[config.mk]
export PLATFORM = sky130hd
export DESIGN_NAME = system_core_clock_sleep_clock_manager
export DESIGN_NICKNAME = d
export VERILOG_FILES = /design/src/clock_manager_pkg.sv /design/src/tick_div_if.sv /design/src/system_core_clock_sleep_clock_manager.sv /design/src/osc_stabilizer.sv /design/src/pow2_divider.sv
export SDC_FILE = /design/constraint.sdc
export NUM_CORES = 1
export LEC_CHECK = 0
export BUFFER_PORTS_ARGS = -buffer_cell sky130_fd_sc_hd__buf_2
export CORE_MARGIN = 3
export CORE_UTILIZATION = 30
export DETAILED_ROUTE_END_ITERATION = 16
export SETUP_SLACK_MARGIN = 0.1
export SYNTH_ARGS = -nofsm -noshare
export SYNTH_HDL_FRONTEND = slang
export SYNTH_HIERARCHICAL = 1
export SYNTH_SLANG_ARGS = --single-unit
[constraint.sdc]
create_clock -name i_ref_clk -period 5.5 [get_ports i_ref_clk]
set_input_delay 0 -clock i_ref_clk [delete_from_list [all_inputs] [get_ports i_ref_clk]]
set_output_delay 0 -clock i_ref_clk [all_outputs]
set_load 0.02 [all_outputs]
[src/clock_manager_pkg.sv]
// Constants shared by the system clock manager and its helpers
package clock_manager_pkg;

  // ==========================================================
  // Register indices on the plain register port
  localparam logic [3:0] REG_PROTECT   = 4'h0;
  localparam logic [3:0] REG_SYSTEM_CORE_CLOCK    = 4'h1;
  localparam logic [3:0] REG_OSC_CTRL  = 4'h2;
  localparam logic [3:0] REG_LOW_CTRL  = 4'h3;
  localparam logic [3:0] REG_MONITOR   = 4'h4;
  localparam logic [3:0] REG_INT_FLAG  = 4'h5;
  localparam logic [3:0] REG_INT_EN    = 4'h6;
  localparam logic [3:0] REG_STATUS    = 4'h7;

  // ==========================================================
  // Protection key and field positions
  localparam logic [15:0] UNLOCK_KEY   = 16'h0096;
  localparam int SCLK_SRC_LSB  = 0;
  localparam int SCLK_DIV_LSB  = 4;
  localparam int SCLK_WSRC_LSB = 8;
  localparam int SCLK_WDIV_LSB = 12;
  localparam int SCLK_WMD_BIT  = 15;
  localparam int OSC_EN_LSB    = 0;
  localparam int OSC_SLPC_LSB  = 8;
  localparam int LOW_RESTART_BIT = 14;
  localparam int LOW_DETECT_BIT  = 13;
  localparam int MON_EN_BIT    = 0;
  localparam int MON_SRC_LSB   = 2;
  localparam int MON_DIV_LSB   = 4;
  localparam int FLAG_STOP_BIT = 5;

  // ==========================================================
  // Reset values
  localparam logic [15:0] SYSTEM_CORE_CLOCK_RST   = 16'h0000;
  localparam logic [3:0]  OSC_EN_RST   = 4'h1;
  localparam logic [3:0]  OSC_SLPC_RST = 4'hf;
  localparam logic        RESTART_RST  = 1'b1;
  localparam logic        DETECT_RST   = 1'b0;

  // ==========================================================
  // Sources and timing
  localparam logic [1:0] SRC_FAST   = 2'h0;
  localparam logic [1:0] SRC_LOW    = 2'h1;
  localparam logic [1:0] SRC_SECOND = 2'h2;
  localparam logic [1:0] SRC_EXT    = 2'h3;
  localparam int FAST_WAIT_EDGES    = 16;
  localparam int REF_CLK_KHZ        = 25000;
  localparam int STOP_TIMEOUT_US    = 100;
  localparam int STOP_TIMEOUT_CYC   =
    STOP_TIMEOUT_US * REF_CLK_KHZ / 1000;

  typedef enum logic [1:0] {
    MODE_RUN, MODE_HALT, MODE_SLEEP, MODE_DEBUG
  } cpu_mode_t;

endpackage

[src/tick_div_if.sv]
// Carries a source edge and a ratio into a divider, and its pulse back
interface tick_div_if;
  logic       tick;
  logic [2:0] ratio;
  logic       pulse;
  modport ctl (output tick, output ratio, input pulse);
  modport div (input tick, input ratio, output pulse);
endinterface

[src/system_core_clock_sleep_clock_manager.sv]
// System clock select, sleep clock control, monitor output and CPU modes
// Notes on behaviour
// - Reset selects fast internal as system source
// - Software may change source and divider later
// - Protected writes need key 0x0096 held
// - Sleep instruction enters sleep mode, halts CPU
// - Sleep stops sources whose sleep-stop bit set
// - Sources with sleep-stop bit clear keep running
// - Wake reload works only with enable bit 1
// - Wake copies wake fields into active fields
// - Source codes 0..3; divider 1,2,4,8
// - Sleep-stop 1 stops; 0 keeps prior state
// - Monitor pin carries divided source when enabled
// - Stop detected with restart set restarts oscillator
// - Stop flag on clock stop or enable falls
// - Stable flags set after wait; clear by 1
// - Interrupt only when flag and enable both set
// - Halt stops CPU, clocks keep running
// - Wake causes return to run mode
// - Reset release enters run mode
// - Debug interrupt enters, return instruction leaves debug
//
// Implementation choices: strobed register access and the register offsets.
module system_core_clock_sleep_clock_manager
  import clock_manager_pkg::*;
#(
  parameter int LOW_WAIT_EDGES    = 16384,
  parameter int SECOND_WAIT_EDGES = 64
) (
  // Clock and reset
  input  wire logic        i_ref_clk,
  input  wire logic        i_rst_b,
  // Register port
  input  wire logic [3:0]  i_addr,
  input  wire logic [15:0] i_wdata,
  input  wire logic        i_wr,
  input  wire logic        i_rd,
  output logic [15:0]      o_rdata,
  // Oscillator clocks and run enables
  input  wire logic [3:0]  i_src_clk,
  output logic [3:0]       o_osc_run,
  // CPU events
  input  wire logic        i_sys_rst_req,
  input  wire logic        i_halt_exec,
  input  wire logic        i_sleep_exec,
  input  wire logic        i_periph_irq,
  input  wire logic        i_wdt_nmi,
  input  wire logic        i_debug_irq,
  input  wire logic        i_debug_ret,
  output logic             o_cpu_exec,
  output logic [1:0]       o_cpu_mode,
  // Clock outputs and interrupt
  output logic             o_sys_clk_en,
  output logic             o_monitor_out,
  output logic             o_clk_irq
);

  // ==========================================================
  // Registers
  logic [15:0] key_q;
  logic [1:0]  src_q, div_q, wsrc_q, wdiv_q;
  logic        wmd_q;
  logic [3:0]  osc_en_q, slpc_q;
  logic        restart_en_q, detect_en_q;
  logic        mon_en_q;
  logic [1:0]  mon_src_q;
  logic [2:0]  mon_div_q;
  logic [5:0]  flag_q, irq_en_q;
  logic [1:0]  cur_src_q;
  cpu_mode_t   mode_q;
  logic        unlocked, wake, stop_evt;
  logic        wake_reload;
  logic [3:0]  stable, done;

  function automatic logic wr_at(input logic [3:0] a);
    return i_wr && (i_addr == a);
  endfunction

  assign unlocked    = (key_q == UNLOCK_KEY);
  assign wake        = i_periph_irq || i_wdt_nmi || i_debug_irq ||
                       i_sys_rst_req;
  assign wake_reload = (mode_q == MODE_SLEEP) && wake && wmd_q;

  // ==========================================================
  // Protection key
  always_ff @(posedge i_ref_clk) begin
    if (!i_rst_b) begin
      key_q <= 16'h0000;
    end else if (wr_at(REG_PROTECT)) begin
      key_q <= i_wdata;
    end
  end

  // ==========================================================
  // System clock control
  always_ff @(posedge i_ref_clk) begin
    if (!i_rst_b) begin
      src_q  <= SYSTEM_CORE_CLOCK_RST[SCLK_SRC_LSB +: 2];
      div_q  <= SYSTEM_CORE_CLOCK_RST[SCLK_DIV_LSB +: 2];
      wsrc_q <= SYSTEM_CORE_CLOCK_RST[SCLK_WSRC_LSB +: 2];
      wdiv_q <= SYSTEM_CORE_CLOCK_RST[SCLK_WDIV_LSB +: 2];
      wmd_q  <= SYSTEM_CORE_CLOCK_RST[SCLK_WMD_BIT];
    end else if (wake_reload) begin
      src_q <= wsrc_q;
      div_q <= wdiv_q;
    end else if (wr_at(REG_SYSTEM_CORE_CLOCK) && unlocked) begin
      src_q  <= i_wdata[SCLK_SRC_LSB +: 2];
      div_q  <= i_wdata[SCLK_DIV_LSB +: 2];
      wsrc_q <= i_wdata[SCLK_WSRC_LSB +: 2];
      wdiv_q <= i_wdata[SCLK_WDIV_LSB +: 2];
      wmd_q  <= i_wdata[SCLK_WMD_BIT];
    end
  end

  // ==========================================================
  // Oscillator enables and sleep-stop bits
  always_ff @(posedge i_ref_clk) begin
    if (!i_rst_b) begin
      osc_en_q <= OSC_EN_RST;
      slpc_q   <= OSC_SLPC_RST;
    end else if (wake_reload) begin
      // Only the new source and sleep-kept sources stay on
      for (int i = 0; i < 4; i++) begin
        if (2'(i) != wsrc_q && slpc_q[i]) begin
          osc_en_q[i] <= 1'b0;
        end
      end
    end else if (wr_at(REG_OSC_CTRL)) begin
      osc_en_q <= i_wdata[OSC_EN_LSB +: 4];
      slpc_q   <= i_wdata[OSC_SLPC_LSB +: 4];
    end
  end

  always_ff @(posedge i_ref_clk) begin
    if (!i_rst_b) begin
      restart_en_q <= RESTART_RST;
      detect_en_q  <= DETECT_RST;
    end else if (wr_at(REG_LOW_CTRL) && unlocked) begin
      restart_en_q <= i_wdata[LOW_RESTART_BIT];
      detect_en_q  <= i_wdata[LOW_DETECT_BIT];
    end
  end

  always_ff @(posedge i_ref_clk) begin
    if (!i_rst_b) begin
      mon_en_q  <= 1'b0;
      mon_src_q <= SRC_FAST;
      mon_div_q <= 3'h0;
    end else if (wr_at(REG_MONITOR)) begin
      mon_en_q  <= i_wdata[MON_EN_BIT];
      mon_src_q <= i_wdata[MON_SRC_LSB +: 2];
      mon_div_q <= i_wdata[MON_DIV_LSB +: 3];
    end
  end

  // ==========================================================
  // Source run control: a selected source starts itself
  always_comb begin
    for (int i = 0; i < 4; i++) begin
      o_osc_run[i] = osc_en_q[i] || (2'(i) == src_q);
      if (mode_q == MODE_SLEEP && slpc_q[i]) begin
        o_osc_run[i] = 1'b0;
      end
    end
  end

  // ==========================================================
  // Source clock synchronisers and edge detect
  logic [3:0] sync1_q, sync2_q, sync3_q, edge_s;

  always_ff @(posedge i_ref_clk) begin
    if (!i_rst_b) begin
      sync1_q <= '0;
      sync2_q <= '0;
      sync3_q <= '0;
    end else begin
      sync1_q <= i_src_clk;
      sync2_q <= sync1_q;
      sync3_q <= sync2_q;
    end
  end

  assign edge_s = sync2_q & ~sync3_q;

  // ==========================================================
  // Stabilization waits; the external input has none
  logic        low_restart;
  localparam int WW = 17;

  osc_stabilizer #(.WAIT_W(WW)) u_fast (
    .i_ref_clk (i_ref_clk),
    .i_rst_b   (i_rst_b),
    .i_run     (o_osc_run[SRC_FAST]),
    .i_restart (1'b0),
    .i_edge    (edge_s[SRC_FAST]),
    .i_wait    (WW'(FAST_WAIT_EDGES)),
    .o_stable  (stable[SRC_FAST]),
    .o_done    (done[SRC_FAST])
  );

  osc_stabilizer #(.WAIT_W(WW)) u_low (
    .i_ref_clk (i_ref_clk),
    .i_rst_b   (i_rst_b),
    .i_run     (o_osc_run[SRC_LOW]),
    .i_restart (low_restart),
    .i_edge    (edge_s[SRC_LOW]),
    .i_wait    (WW'(LOW_WAIT_EDGES)),
    .o_stable  (stable[SRC_LOW]),
    .o_done    (done[SRC_LOW])
  );

  osc_stabilizer #(.WAIT_W(WW)) u_second (
    .i_ref_clk (i_ref_clk),
    .i_rst_b   (i_rst_b),
    .i_run     (o_osc_run[SRC_SECOND]),
    .i_restart (1'b0),
    .i_edge    (edge_s[SRC_SECOND]),
    .i_wait    (WW'(SECOND_WAIT_EDGES)),
    .o_stable  (stable[SRC_SECOND]),
    .o_done    (done[SRC_SECOND])
  );

  assign stable[SRC_EXT] = o_osc_run[SRC_EXT];
  assign done[SRC_EXT]   = 1'b0;

  // ==========================================================
  // Low-speed stop detector
  logic [11:0] quiet_q;
  logic        low_en_d1_q, det_en_d1_q;

  always_ff @(posedge i_ref_clk) begin
    if (!i_rst_b) begin
      quiet_q     <= '0;
      low_en_d1_q <= 1'b0;
      det_en_d1_q <= 1'b0;
    end else begin
      low_en_d1_q <= osc_en_q[SRC_LOW];
      det_en_d1_q <= detect_en_q;
      if (edge_s[SRC_LOW] || !detect_en_q || !stable[SRC_LOW] ||
          stop_evt) begin
        quiet_q <= '0;
      end else begin
        quiet_q <= quiet_q + 12'h001;
      end
    end
  end

  // Timed out with no edge, or an enable fell
  assign stop_evt = (quiet_q == 12'(STOP_TIMEOUT_CYC - 1)) ||
                    (low_en_d1_q && !osc_en_q[SRC_LOW]) ||
                    (det_en_d1_q && !detect_en_q);
  // Restart reruns the full stabilization wait
  assign low_restart = (quiet_q == 12'(STOP_TIMEOUT_CYC - 1)) &&
                       restart_en_q;

  // ==========================================================
  // Interrupt flags and enables
  logic [5:0] set_v;

  assign set_v = {stop_evt, 2'b00, done[2:0]};

  always_ff @(posedge i_ref_clk) begin
    if (!i_rst_b) begin
      flag_q <= '0;
    end else begin
      // A set in the clearing cycle wins
      flag_q <= (flag_q & ~({6{wr_at(REG_INT_FLAG)}} & i_wdata[5:0]))
                | set_v;
    end
  end

  always_ff @(posedge i_ref_clk) begin
    if (!i_rst_b) begin
      irq_en_q <= '0;
    end else if (wr_at(REG_INT_EN)) begin
      irq_en_q <= i_wdata[5:0] & 6'h27;
    end
  end

  assign o_clk_irq = |(flag_q & irq_en_q);

  // ==========================================================
  // Glitch-free source changeover
  always_ff @(posedge i_ref_clk) begin
    if (!i_rst_b) begin
      cur_src_q <= SRC_FAST;
    end else if (src_q != cur_src_q && stable[src_q]) begin
      cur_src_q <= src_q;
    end
  end

  // ==========================================================
  // System and monitor dividers
  tick_div_if sys_div ();
  tick_div_if mon_div ();

  assign sys_div.tick  = edge_s[cur_src_q] && stable[cur_src_q];
  assign sys_div.ratio = {1'b0, div_q};
  assign mon_div.tick  = edge_s[mon_src_q] && mon_en_q;
  assign mon_div.ratio = mon_div_q;

  pow2_divider u_sys_div (
    .i_ref_clk (i_ref_clk),
    .i_rst_b   (i_rst_b),
    .port      (sys_div.div)
  );

  pow2_divider u_mon_div (
    .i_ref_clk (i_ref_clk),
    .i_rst_b   (i_rst_b),
    .port      (mon_div.div)
  );

  // Halt keeps clocks, sleep gates the core enable
  assign o_sys_clk_en = sys_div.pulse && (mode_q != MODE_SLEEP);

  always_ff @(posedge i_ref_clk) begin
    if (!i_rst_b || !mon_en_q) begin
      o_monitor_out <= 1'b0;
    end else if (mon_div.pulse) begin
      o_monitor_out <= ~o_monitor_out;
    end
  end

  // ==========================================================
  // CPU operating mode
  always_ff @(posedge i_ref_clk) begin
    if (!i_rst_b || i_sys_rst_req) begin
      mode_q <= MODE_RUN;
    end else begin
      case (mode_q)
        MODE_RUN: begin
          if (i_debug_irq) begin
            mode_q <= MODE_DEBUG;
          end else if (i_sleep_exec) begin
            mode_q <= MODE_SLEEP;
          end else if (i_halt_exec) begin
            mode_q <= MODE_HALT;
          end
        end
        MODE_HALT, MODE_SLEEP: begin
          if (i_debug_irq) begin
            mode_q <= MODE_DEBUG;
          end else if (wake) begin
            mode_q <= MODE_RUN;
          end
        end
        MODE_DEBUG: begin
          if (i_debug_ret) begin
            mode_q <= MODE_RUN;
          end
        end
        default: mode_q <= MODE_RUN;
      endcase
    end
  end

  assign o_cpu_exec = (mode_q == MODE_RUN) ||
                      (mode_q == MODE_DEBUG);
  assign o_cpu_mode = mode_q;

  // ==========================================================
  // Read port, data in the cycle after the strobe
  always_ff @(posedge i_ref_clk) begin
    if (!i_rst_b || !i_rd) begin
      o_rdata <= 16'h0000;
    end else begin
      case (i_addr)
        REG_PROTECT:  o_rdata <= key_q;
        REG_SYSTEM_CORE_CLOCK:   o_rdata <= {wmd_q, 1'b0, wdiv_q, 2'b00, wsrc_q,
                                  2'b00, div_q, 2'b00, src_q};
        REG_OSC_CTRL: o_rdata <= {4'h0, slpc_q, 4'h0, osc_en_q};
        REG_LOW_CTRL: o_rdata <= {1'b0, restart_en_q, detect_en_q,
                                  13'h0000};
        REG_MONITOR:  o_rdata <= {9'h000, mon_div_q, mon_src_q,
                                  1'b0, mon_en_q};
        REG_INT_FLAG: o_rdata <= {10'h000, flag_q};
        REG_INT_EN:   o_rdata <= {10'h000, irq_en_q};
        REG_STATUS:   o_rdata <= {8'h00, stable, cur_src_q, mode_q};
        default:      o_rdata <= 16'h0000;
      endcase
    end
  end

endmodule // system_core_clock_sleep_clock_manager

[src/osc_stabilizer.sv]
// Counts source edges after start until the stabilization wait is over
module osc_stabilizer #(
  parameter int WAIT_W = 17
) (
  // Clock and reset
  input  wire logic              i_ref_clk,
  input  wire logic              i_rst_b,
  // Control
  input  wire logic              i_run,
  input  wire logic              i_restart,
  input  wire logic              i_edge,
  input  wire logic [WAIT_W-1:0] i_wait,
  // Status
  output logic                   o_stable,
  output logic                   o_done
);
  logic [WAIT_W-1:0] cnt_q;

  // Wait is always spent again at every start, whatever the flag says
  always_ff @(posedge i_ref_clk) begin
    if (!i_rst_b || !i_run || i_restart) begin
      cnt_q    <= '0;
      o_stable <= 1'b0;
      o_done   <= 1'b0;
    end else begin
      o_done <= 1'b0;
      if (!o_stable && i_edge) begin
        cnt_q <= cnt_q + 1'b1;
        if (cnt_q + 1'b1 >= i_wait) begin
          o_stable <= 1'b1;
          o_done   <= 1'b1;
        end
      end
    end
  end
endmodule // osc_stabilizer

[src/pow2_divider.sv]
// Passes one pulse out of every 2**ratio input ticks
module pow2_divider (
  // Clock and reset
  input  wire logic i_ref_clk,
  input  wire logic i_rst_b,
  // Tick path
  tick_div_if.div   port
);
  logic [6:0] cnt_q;
  logic [6:0] last;

  assign last = 7'((8'h01 << port.ratio) - 8'h01);

  always_ff @(posedge i_ref_clk) begin
    if (!i_rst_b) begin
      cnt_q      <= '0;
      port.pulse <= 1'b0;
    end else begin
      port.pulse <= 1'b0;
      if (port.tick) begin
        if (cnt_q >= last) begin
          cnt_q      <= '0;
          port.pulse <= 1'b1;
        end else begin
          cnt_q <= cnt_q + 7'h01;
        end
      end
    end
  end
endmodule // pow2_divider

==> impl_metrics.ini <==
[clocking]
root_buffer = clkbuf_16
clk_latency_ns = 0.44
clk_path_buf_depth = 2
cts_tree = built
postCtsResizedCells = 0
htree_levels = 4
cts-buffers-inserted = 17
path_clk_slew_ns = 0.07
cts_setup_buffers = 0
clock-sinks = 171
ctsHoldBuffers = 28

[sta]
fmax_ghz = 0.329
finalCriticalPeriod_ns = 3.04
maxSlewViolCount = 0
rsz0062_at_grt = no
fin_crit_sh_pct = 55.3
worstMarginPinSlew_ns = 1.06
setup_viol = 0
slew_headroom_pct = 29.4
skew_ns = 0.0103
hold_viol_final = 0
tns_ns = 0

[setup_path]
cp_data_required_time_ns = 5.82
startpoint_type = flip-flop
crit_arrival_ns = 3.36
cp_top_family = compound AO/OA/AOI/OAI gates
worst-path-max-fanout = 8
max_stage_delay_ns = 0.65
end_kind = flip-flop
cp.buffers_inverters = 1
crit_slowest_cell = a31oi_1
critical_path_class = flip-flop to flip-flop
path_cells = inv_1 > ha_1 > a21oi_1 > nand3_1 > a31oi_1 > and4_4 > nand2_2 > o211ai_4 > nor2_1

[global_routing]
gr-total-overflow = 0
antenna_found_initial = 0
grt_pass1_vias = 7570
grt_max_degree = 43
grt_usage_pct = 13.4
grt_pass1_wl_um = 38700

[floorplan]
core-area_mm2 = 0.0320
row_count = 65
die_w_um = 187
start_util_pct = 30.9
pin_count = 61
dieArea_mm2 = 0.0351
chipHeight_um = 187

[logic_synthesis]
synthFlopType = dfxtp_1
synth_seq_cells = 171
synth_edf_count = 0
netlist_area_mm2 = 0.00988
synth-xor-area-share_pct = 10.1
synth-simple-area-share_pct = 23.7
synth-seq-area-share_pct = 34.7
synth.avg_cell_area_um2 = 8.51
synth_compound_area_share_pct = 12.0
synth-adder-area-share_pct = 9.50
synthMuxAreaShare_pct = 4.14
async_flop_share_pct = 0
synth_top_family_by_area = simple AND/OR/NAND/NOR gates
yosysWarnings = 6
synth_cell_types = 65
synthCells = 1160

[routing]
drcViolationCount = 0
first_pass_iters = 5
highest_layer = met4
wl_met2_um = 10400
first_iter_violations = 440
via_per_inst = 4.70
ant_nets = 0
routed_wl_um = 23500
wl_met1_um = 11600
detail_route.wl_per_cell_um = 13.7
num_vias = 8059
wl_met3_um = 1230

[place]
dp_hpwl_um = 17300
port_buffers = 60
place.gp.congestion = 0.836

[final_layout]
fillers = 3283
area_delta_synth_final_pct = 16.5
drive_gt1_share_pct = 9.93
num-nets-final = 1376

[power_and_ir_drop]
max-vdd-ir-drop_mv = 0.225
power_density_mw_per_mm2 = 231
leakage_nw = 4.50
finalPower_mw = 2.66

[run]
maxCapViolations = 0

[run_status]
outcome = finished clean

[worst_hold_path]
min_path_type = input pin to flip-flop
state kept, by name (all words and copies together), names as in the netlist, 6 cells and up:
signal           flops
u_fast/cnt_q        17
u_low/cnt_q         17
quiet_q             12
u_second/cnt_q      17
u_mon_div/cnt_q      7
o_rdata             16
key_q               16
u_sys_div/cnt_q      7
flag_q               6
synth_stat cells, types with 12 or more instances:
master | n | share of area [%]
a21oi_1 | 68 | 3.4
mux2i_1 | 33 | 3.3
dfxtp_1 | 171 | 35
clkbuf_1 | 19 | 0.72
buf_2 | 22 | 1.1
and2_1 | 22 | 1.4
nand2b_1 | 13 | 0.82
and3_1 | 18 | 1.1
nand4_1 | 38 | 2.4
inv_1 | 66 | 2.5
o21ai_0 | 38 | 1.9
xnor2_1 | 55 | 4.9
ha_1 | 75 | 9.5
nor2b_1 | 15 | 0.95
buf_4 | 12 | 0.91
nand2_1 | 106 | 4.0
nand3_1 | 54 | 2.7
nor2_1 | 117 | 4.4
xor2_1 | 59 | 5.2
stage by stage:
step / worst slack, ns / instance area, um2 / cells / hold slack (ns) / utilization, %
CTS: 2.46 / 11500 / 1714 / 0.0504 / 36.0
floorplan: 2.79 / 10100 / 1218 / 0.0785 / -
global route: 2.13 / 11500 / 1714 / 0.0834 / 36.0
finish: 2.46 / 11500 / 1715 / 0.0789 / 36.0
global placement: 2.52 / 10600 / 1654 / 0.211 / 33.2
detailed placement: 2.48 / 10600 / 1654 / 0.216 / 33.2
final cells by class:
cell class	count	area [um2]	share of cell area, %
tap	435	544	4.73
timing repair buffer	90	596	5.18
antenna	1	2.50	0.0218
clock buffer	17	425	3.70
clock inverter	15	173	1.50
sequential	171	3420	29.8
multi-input combinational	920	6090	53.0
inverter	66	248	2.15
power by group:
group	switching (mW)	internal (mW)
clock network	0.581	0.652
registers	0.00777	1.25
logic	0.107	0.0644
total	0.696	1.96
kinds of logic after synthesis:
logic type,Yosys count
AOI/OAI and AO/OA,182
muxes,38
adders and majority gates,75
buffers and inverters,127
other,2
DFF,171
and+or+nand+nor,451
xor gates and xnor gates,114
layer usage:
layer  GRT usage, %  vias up
met5              0        -
met4           3.06        0
met3           3.09       21
met2           21.1      145
met1           18.8     3734
li1               -     4159
tightest hold or removal path: stages:
cell     delay, ns
buf_2         0.09
or4_4         0.14
a31oi_1       0.11
mux2i_1       0.13
path summary, 6_finish.rpt:
check,from,end,slack (ns),cells past startpoint
min,i_periph_irq,osc_en_q[3],0.08,4
min reg2reg,flag_q[4],flag_q[4],0.43,2
max reg2reg,o_cpu_mode[0],u_sys_div/cnt_q[4],2.46,9
max,o_cpu_mode[0],u_sys_div/cnt_q[4],2.46,9
cell usage in the layout, fill, tap and decap left out, drive strengths merged, types with 15 or more instances in the layout:
| master | count |
|---|---|
| a21oi | 68 |
| and2 | 22 |
| and3 | 19 |
| and4 | 15 |
| buf | 62 |
| clkbuf | 17 |
| conb | 60 |
| dfxtp | 171 |
| dlygate4sd3 | 28 |
| ha | 75 |
| inv | 75 |
| mux2i | 33 |
| nand2 | 108 |
| nand3 | 58 |
| nand4 | 38 |
| nor2 | 117 |
| nor2b | 15 |
| o21ai | 40 |
| xnor2 | 55 |
| xor2 | 59 |
No activity file was read; power rests on OpenSTA's default activity.
